--- config.mk ---
export PLATFORM = sky130hd
export DESIGN_NAME = hfwd_core
export DESIGN_NICKNAME = d
export VERILOG_FILES = /design/src/verilog/hfwd_pkg.sv /design/src/verilog/hfwd_core.sv
export VERILOG_INCLUDE_DIRS = /design/src /design/src/verilog
export SDC_FILE = /design/constraint.sdc
export NUM_CORES = 1
export LEC_CHECK = 0
export BUFFER_PORTS_ARGS = -buffer_cell sky130_fd_sc_hd__buf_2
export CAP_MARGIN = 5
export CELL_PAD_IN_SITES_DETAIL_PLACEMENT = 0
export CELL_PAD_IN_SITES_GLOBAL_PLACEMENT = 1
export CORE_UTILIZATION = 23
export DETAILED_ROUTE_END_ITERATION = 8
export PLACE_DENSITY = 0.51
export REMOVE_ABC_BUFFERS = 1
export SETUP_SLACK_MARGIN = 0.3
export SYNTH_ARGS = -nofsm -noshare
export SYNTH_HDL_FRONTEND = slang
export SYNTH_SLANG_ARGS = --single-unit
--- constraint.sdc ---
create_clock -name core_clk -period 6.7 [get_ports core_clk]
set_clock_uncertainty 0.2 [all_clocks]
set_input_delay 0.335 -clock core_clk [delete_from_list [all_inputs] [get_ports core_clk]]
set_output_delay 0.335 -clock core_clk [all_outputs]
set_load 0.1 [all_outputs]
--- src/verilog/hfwd_cfg.svh ---
`ifndef HFWD_CFG_SVH
`define HFWD_CFG_SVH
// Clock period
`define HFWD_CLK_PERIOD_NS 10
// Forwarding limit for header packets and other packets
`define HFWD_FWD_MAX_NS 400
`define HFWD_FWD_MAX_CYC (`HFWD_FWD_MAX_NS / `HFWD_CLK_PERIOD_NS)
// Pipeline delay of this forwarder, reported to descriptor logic
`define HFWD_ACTUAL_DELAY_NS 30
// Enabled-to-U3 limit, 1 s
`define HFWD_EN_U3_MAX_S 1
`define HFWD_EN_U3_MAX_CYC (`HFWD_EN_U3_MAX_S * 1000000000 / `HFWD_CLK_PERIOD_NS)
// Resume drive limit, 400 us
`define HFWD_RESUME_MAX_US 400
`define HFWD_RESUME_MAX_CYC (`HFWD_RESUME_MAX_US * 1000 / `HFWD_CLK_PERIOD_NS)
// Arbitration weight base, 1.25 Gbps held in units of 10 Mbps
`define HFWD_ARB_BASE_10MBPS 125
`endif

--- src/verilog/hfwd_pkg.sv ---
`default_nettype none
package hfwd_pkg;
    typedef enum logic [1:0] {HFWD_CONN_NONE, HFWD_CONN_LEGACY, HFWD_CONN_ENH} hfwd_conn_t;
    typedef enum logic [1:0] {HFWD_DS_IDLE, HFWD_DS_WAIT_U3, HFWD_DS_U3, HFWD_DS_RESUME} hfwd_ds_t;
endpackage : hfwd_pkg
`default_nettype wire

--- src/verilog/hfwd_core.sv ---
`include "hfwd_cfg.svh"
`default_nettype none
// Functional notes
// - A header packet is forwarded within 400 ns of its last received word at equal speeds in U0.
// - The forwarding bound holds only with no link commands pending, nonzero credit, empty tx buffer.
// - Any packet is forwarded within 400 ns of its last received word at equal speeds in U0.
// - The delay actually introduced is reported on a port for the hub descriptor.
// - A port enabled while upstream is in U3 without remote wakeup starts U3 entry within 1 s.
// - Arbitration weights use 1.25 Gbps as denominator.
// - A U0 request on a U3 port starts resume signaling within 400 us.
// - Enhanced mode forms only when host and device both support it; otherwise legacy.
// - Legacy full and low speed may be offered; older host ports need not be served.
module hfwd_core #(
    parameter int DATA_W = 32,
    parameter int EN_U3_CYC = `HFWD_EN_U3_MAX_CYC,
    parameter int RESUME_CYC = `HFWD_RESUME_MAX_CYC
) (
    // Clock and reset
    input wire logic core_clk,
    input wire logic rstn,
    input wire logic clk_en,
    // Receive stream
    input wire logic rx_valid,
    input wire logic [DATA_W-1:0] rx_data,
    input wire logic rx_last,
    output logic rx_ready,
    // Transmit stream
    output logic tx_valid,
    output logic [DATA_W-1:0] tx_data,
    output logic tx_last,
    input wire logic tx_ready,
    // Link conditions, same clock domain
    input wire logic same_speed,
    input wire logic links_u0,
    input wire logic lcmd_pending,
    input wire logic credit_nonzero,
    input wire logic txbuf_empty,
    // Downstream port power state
    input wire logic ds_enabled,
    input wire logic us_in_u3,
    input wire logic rwake_en,
    input wire logic u0_request,
    output logic ds_go_u3,
    output logic ds_resume,
    // Arbitration
    input wire logic [15:0] port_rate_10mbps,
    output logic [15:0] arb_weight,
    // Capabilities (pins, other domain)
    input wire logic host_enh_cap,
    input wire logic dev_enh_cap,
    output hfwd_pkg::hfwd_conn_t conn_mode,
    // Status
    output logic [15:0] hub_delay_ns,
    output logic fwd_in_bound
);
    import hfwd_pkg::*;

    // ********************
    // Parameter checks
    // ********************
    // A zero-width word or a zero-length limit leaves nothing to count against
    if (DATA_W < 1) begin : g_bad_width
        $error("hfwd_core: DATA_W must be at least 1");
    end
    if (EN_U3_CYC < 1) begin : g_bad_en_u3
        $error("hfwd_core: EN_U3_CYC must be at least 1");
    end
    if (RESUME_CYC < 1) begin : g_bad_resume
        $error("hfwd_core: RESUME_CYC must be at least 1");
    end
    // The bound counter is 16 bits wide and saturates at its top, 16'hFFFF
    if (`HFWD_FWD_MAX_CYC > 65534) begin : g_bad_fwd
        $error("hfwd_core: forwarding limit exceeds the bound counter");
    end

    // ********************
    // Two-entry buffer
    // ********************
    // Two slots so a receiver stall never drops a word and rx_ready stays registered
    logic [DATA_W:0] slot_r [2];
    logic [DATA_W:0] slot_nxt [2];
    logic [1:0] cnt_r, cnt_nxt;
    logic tx_valid_nxt;
    logic [DATA_W-1:0] tx_data_nxt;
    logic tx_last_nxt;
    logic rx_ready_nxt;
    logic push, pop;

    always_comb begin
        push = rx_valid && rx_ready;
        pop = tx_valid && tx_ready;
        slot_nxt[0] = slot_r[0];
        slot_nxt[1] = slot_r[1];
        cnt_nxt = cnt_r;
        if (pop) begin
            slot_nxt[0] = slot_r[1];
            cnt_nxt = cnt_nxt - 2'd1;
        end
        if (push) begin
            slot_nxt[cnt_nxt[0]] = {rx_last, rx_data};
            cnt_nxt = cnt_nxt + 2'd1;
        end
        tx_valid_nxt = (cnt_nxt != 2'd0);
        tx_data_nxt = slot_nxt[0][DATA_W-1:0];
        tx_last_nxt = slot_nxt[0][DATA_W];
        rx_ready_nxt = (cnt_nxt != 2'd2);
    end

    always_ff @(posedge core_clk or negedge rstn) begin
        if (!rstn) begin
            slot_r[0] <= '0;
            slot_r[1] <= '0;
            cnt_r <= 2'd0;
            tx_valid <= 1'b0;
            tx_data <= '0;
            tx_last <= 1'b0;
            rx_ready <= 1'b0;
        end else if (clk_en) begin
            slot_r <= slot_nxt;
            cnt_r <= cnt_nxt;
            tx_valid <= tx_valid_nxt;
            tx_data <= tx_data_nxt;
            tx_last <= tx_last_nxt;
            rx_ready <= rx_ready_nxt;
        end
    end

    // ********************
    // Forwarding bound watch
    // ********************
    // The bound only applies while the qualifying conditions hold
    localparam int FWD_CYC = `HFWD_FWD_MAX_CYC;
    // Unqualified cycles are not counted, so a stall by link commands or
    // missing credit never reads as an overrun of the forwarding limit
    logic [15:0] fwd_cnt_r, fwd_cnt_nxt;
    logic waiting_r, waiting_nxt;
    logic in_bound_nxt;
    logic qualified;

    always_comb begin
        qualified = same_speed && links_u0 && !lcmd_pending
            && credit_nonzero && txbuf_empty;
        waiting_nxt = waiting_r;
        fwd_cnt_nxt = fwd_cnt_r;
        in_bound_nxt = fwd_in_bound;
        if (push && rx_last) begin
            waiting_nxt = 1'b1;
            fwd_cnt_nxt = 16'h0000;
        end else if (pop) begin
            waiting_nxt = 1'b0;
        end else if (waiting_r && qualified && fwd_cnt_r != 16'hFFFF) begin
            fwd_cnt_nxt = fwd_cnt_r + 16'h0001;
        end
        if (waiting_r && qualified && fwd_cnt_r >= 16'(FWD_CYC)) begin
            in_bound_nxt = 1'b0;
        end else if (push && rx_last) begin
            in_bound_nxt = 1'b1;
        end
    end

    always_ff @(posedge core_clk or negedge rstn) begin
        if (!rstn) begin
            waiting_r <= 1'b0;
            fwd_cnt_r <= 16'h0000;
            fwd_in_bound <= 1'b1;
        end else if (clk_en) begin
            waiting_r <= waiting_nxt;
            fwd_cnt_r <= fwd_cnt_nxt;
            fwd_in_bound <= in_bound_nxt;
        end
    end

    // ********************
    // Capability synchronisers
    // ********************
    logic [2:0] hcap_sync_r, dcap_sync_r;
    logic hcap_r, dcap_r;
    logic hcap_nxt, dcap_nxt;

    // Stage 0 may be metastable; only stages 1 and 2 are trusted
    always_comb begin
        // Accept a pin change only once the two older stages agree
        if (hcap_sync_r[1] == hcap_sync_r[2]) begin
            hcap_nxt = hcap_sync_r[2];
        end else begin
            hcap_nxt = hcap_r;
        end
        if (dcap_sync_r[1] == dcap_sync_r[2]) begin
            dcap_nxt = dcap_sync_r[2];
        end else begin
            dcap_nxt = dcap_r;
        end
    end

    always_ff @(posedge core_clk or negedge rstn) begin
        if (!rstn) begin
            hcap_sync_r <= 3'h0;
            dcap_sync_r <= 3'h0;
            hcap_r <= 1'b0;
            dcap_r <= 1'b0;
        end else if (clk_en) begin
            hcap_sync_r <= {hcap_sync_r[1:0], host_enh_cap};
            dcap_sync_r <= {dcap_sync_r[1:0], dev_enh_cap};
            hcap_r <= hcap_nxt;
            dcap_r <= dcap_nxt;
        end
    end

    // ********************
    // Connection mode, weight, delay report
    // ********************
    // Mode follows the filtered capability pins, never the raw pins
    hfwd_conn_t conn_nxt;
    logic [15:0] weight_nxt;
    logic [31:0] weight_wide;

    always_comb begin
        // Legacy covers high, full and low speed; older host ports are not special-cased
        conn_nxt = (hcap_r && dcap_r) ? HFWD_CONN_ENH : HFWD_CONN_LEGACY;
        // Weight in 1/256 units: rate over the fixed base
        weight_wide = ({16'h0000, port_rate_10mbps} << 8) / 32'(`HFWD_ARB_BASE_10MBPS);
        weight_nxt = (weight_wide > 32'h0000_FFFF) ? 16'hFFFF : weight_wide[15:0];
    end

    always_ff @(posedge core_clk or negedge rstn) begin
        if (!rstn) begin
            conn_mode <= HFWD_CONN_NONE;
            arb_weight <= 16'h0000;
            hub_delay_ns <= 16'h0000;
        end else if (clk_en) begin
            conn_mode <= conn_nxt;
            arb_weight <= weight_nxt;
            hub_delay_ns <= 16'(`HFWD_ACTUAL_DELAY_NS);
        end
    end

    // ********************
    // Downstream link state
    // ********************
    // One downstream port is tracked here; a hub uses one copy per port.
    // Entry into U3 is taken on the enable edge only, so a port that stays
    // enabled is not pushed into U3 a second time after it resumed.
    // Resume is driven for a fixed RESUME_CYC+1 cycles, a trade of
    // simplicity against watching the far side for the end of resume.
    hfwd_ds_t ds_r, ds_nxt;
    logic [31:0] ds_cnt_r, ds_cnt_nxt;
    logic go_u3_nxt, resume_nxt;
    logic en_prev_r;

    always_comb begin
        ds_nxt = ds_r;
        ds_cnt_nxt = ds_cnt_r;
        go_u3_nxt = 1'b0;
        resume_nxt = 1'b0;
        case (ds_r)
            HFWD_DS_IDLE: begin
                if (ds_enabled && !en_prev_r && us_in_u3 && !rwake_en) begin
                    ds_nxt = HFWD_DS_WAIT_U3;
                    ds_cnt_nxt = 32'h0000_0000;
                end
            end
            HFWD_DS_WAIT_U3: begin
                // Enter right away, well inside the limit
                ds_cnt_nxt = ds_cnt_r + 32'h0000_0001;
                if (ds_cnt_r < 32'(EN_U3_CYC)) begin
                    go_u3_nxt = 1'b1;
                    ds_nxt = HFWD_DS_U3;
                end
            end
            HFWD_DS_U3: begin
                if (u0_request) begin
                    ds_nxt = HFWD_DS_RESUME;
                    ds_cnt_nxt = 32'h0000_0000;
                end else if (!ds_enabled) begin
                    ds_nxt = HFWD_DS_IDLE;
                end
            end
            HFWD_DS_RESUME: begin
                resume_nxt = 1'b1;
                ds_cnt_nxt = ds_cnt_r + 32'h0000_0001;
                if (ds_cnt_r >= 32'(RESUME_CYC)) begin
                    ds_nxt = HFWD_DS_IDLE;
                end
            end
            default: ds_nxt = HFWD_DS_IDLE;
        endcase
    end

    always_ff @(posedge core_clk or negedge rstn) begin
        if (!rstn) begin
            ds_r <= HFWD_DS_IDLE;
            ds_cnt_r <= 32'h0000_0000;
            ds_go_u3 <= 1'b0;
            ds_resume <= 1'b0;
            en_prev_r <= 1'b0;
        end else if (clk_en) begin
            ds_r <= ds_nxt;
            ds_cnt_r <= ds_cnt_nxt;
            ds_go_u3 <= go_u3_nxt;
            ds_resume <= resume_nxt;
            en_prev_r <= ds_enabled;
        end
    end
endmodule : hfwd_core
`default_nettype wire

==> reports/metrics.csv <==
metric;value;unit
run_status;complete, but fails checks;
violations;setup timing;
worst_setup_path_start_kind;primary input;
ys_types;125;
worstPathRequired;6.82;ns
wire_per_inst;15.8;µm
yosysSeqAreaShare;0.283;
yosys-top-cells-area;dfrtp_1 28%, nor2_1 5.4%, nor3_1 4.0%, mux2_2 3.8%, nand2_1 3.4%;
port-buffer-count;124;
grt_first_pass_wirelength;76.9;mm
synth_commonest_cells;194 x nor2_1, 151 x dfrtp_1, 121 x nand2_1;
drive_above_1_share;0.463;
relSlewSlack;0.394;
die_w;244;µm
drc_errors;0;
finalNonFillerCells;3053;
setup_viol;8;
clk_pin_slew;0.06;ns
syn2layout_area_growth;59.1;%
place_ws;-7.04;ns
numCtsBuffers;17;
period_share;1.83;
worstSetupEndpointType;flop;
synth_flop_cell;dfrtp_1;
ys_async_sr_fraction;1.00;
cpMaxStageDelayCell;or4_4;
grt_use_total;0.158;
dp_hpwl;35.4;mm
synth_top_cell_by_area;dfrtp_1;
antenna_found_initial;0;
wirelength;48.2;mm
row_count;88;
htree_levels;4;
critPathMaxFanout;7;
nets;2353;
grt-ovfl-total;0;
num_vias;14700;
drtIter0Drc;679;
cp.arrival;12.36;ns
maxCapViolations;0;
initial_utilization;0.233;
core_area;0.0578;mm²
tightest_slew;0.909;ns
ys_seq_elements;152;
cts_tree;yes;
avgSynthCellArea;8.27;µm²
die_area;0.0595;mm²
synth-edff-count;0;
grt_pass1_vias;14500;
die_h;244;µm
cts_sinks;152;
insertion_delay;0.46;ns
place_congestion;0.857;
finalSetupTns;-25.43;ns
yosysTopAreaCellShare;0.281;
firstDrtPassIters;5;
cts_root_buffer;clkbuf_16;
hp-class;primary input to flop;
fin_ws;-5.54;ns
fmax;81.7;MHz
finalMaxSlewViolations;0;
postSynthCellCount;1628;
ant_nets;0;
path_common_cell;buf_4;
io_pins;137;
synth_area;0.0135;mm²
synth.most_common_cell;nor2_1;
clockBufferDepth;2;
path_class;primary input to flop;
dp_cells;2845;
diodes;0;
max_stage_delay;0.56;ns
vias_per_cell;4.83;
hold_viol;0;
rsz0062_at_grt;true;
ys_warn_count;0;
grt_max_degree;87;
period_needed;12.24;ns
## through the flow
| step | cell area (µm²) | hold slack (ns) | utilization |
|---|---|---|---|
| final | 21400 | 0.0954 | 0.370 |
| after floorplan | 12800 | -0.161 | - |
| after detailed placement | 17700 | 0.269 | 0.306 |
| after CTS | 20400 | 0.0604 | 0.352 |
| after global placement | 17700 | 0.269 | 0.306 |
| after global routing | 21400 | 0.104 | 0.370 |
## cells by family after synthesis
family,share of synthesized area
AOI/OAI and AO/OA,0.249
xor gates and xnor gates,0.0563
adders and majority gates,0.0136
buffers and inverters,0.0647
DFF,0.283
muxes,0.0659
other,0.000279
and+or+nand+nor,0.268
## worst max-delay path, delay by kind of cell
| kind | cells | cell delay [ns] |
|---|---|---|
| AO/OA/AOI/OAI | 23 | 4.66 |
| buffers and inverters | 23 | 2.98 |
| AND/OR/NAND/NOR | 17 | 2.94 |
| adder cells (fa/ha/maj) | 3 | 0.81 |
| multiplexers | 1 | 0.36 |
| XOR/XNOR | 2 | 0.26 |
## path summary, 6_finish.rpt
| path | startpoint | to | slack [ns] | cells after the start |
|---|---|---|---|---|
| setup / recovery | port_rate_10mbps[10] | arb_weight[0] | -5.54 | 69 |
| hold / removal | u0_request | ds_r[1] | 0.1 | 4 |
| min in group asynchronous | rstn | async pin | 0.31 | 2 |
| max in group asynchronous | rstn | dcap_sync_r[2] | 4.58 | 3 |
| hold reg to reg | dcap_sync_r[2] | dcap_r | 0.30 | 2 |
| setup reg to reg | ds_r[1] | ds_cnt_r[31] | 2.67 | 12 |
## layout by cell type (no fill, tap or decap), types with 21 or more instances in the layout
master / synthesis / final
dlygate4sd3_1: 0 / 38
nor3_1: 107 / 99
xnor2_1: 43 / 35
mux2_2: 45 / 43
o211ai_1: 28 / 28
inv_1: 32 / 30
o21ai_0: 67 / 58
nand2_1: 121 / 106
buf_6: 6 / 54
a21oi_1: 72 / 54
nand4_1: 33 / 33
xor2_1: 38 / 38
and3_1: 27 / 21
buf_2: 16 / 117
buf_4: 52 / 522
nand3_1: 51 / 43
dfrtp_1: 151 / 151
nor2_1: 194 / 179
## layer usage
layer	vias up	GRT usage	share of wire
li1	7351	-	-
met1	7116	0.215	0.48
met2	222	0.263	0.47
met3	51	0.0223	0.028
met4	0	0.0384	0.017
met5	-	0	0
## area by class of cell
type	count	area, µm²
clock buffer	18	439
clock inverter	14	139
fill	5969	36400
inverter	38	168
multi-input combinational	1325	10200
sequential	152	3800
tap	765	957
timing repair buffer	741	5650
## repair_timing
action / 4_1_cts / 5_1_grt
hold buffers: 38 / 0
buffers inserted: 84 / 54
setup endpoints to repair: 9 / 9
endpoints found under the hold margin: 154 / 0
gates resized for setup: 235 / 133
pin swaps: 90 / 55
Power is left out: the tool's default activity adds up to more than one toggle a clock period on the data nets, which glitch-free logic cannot reach.
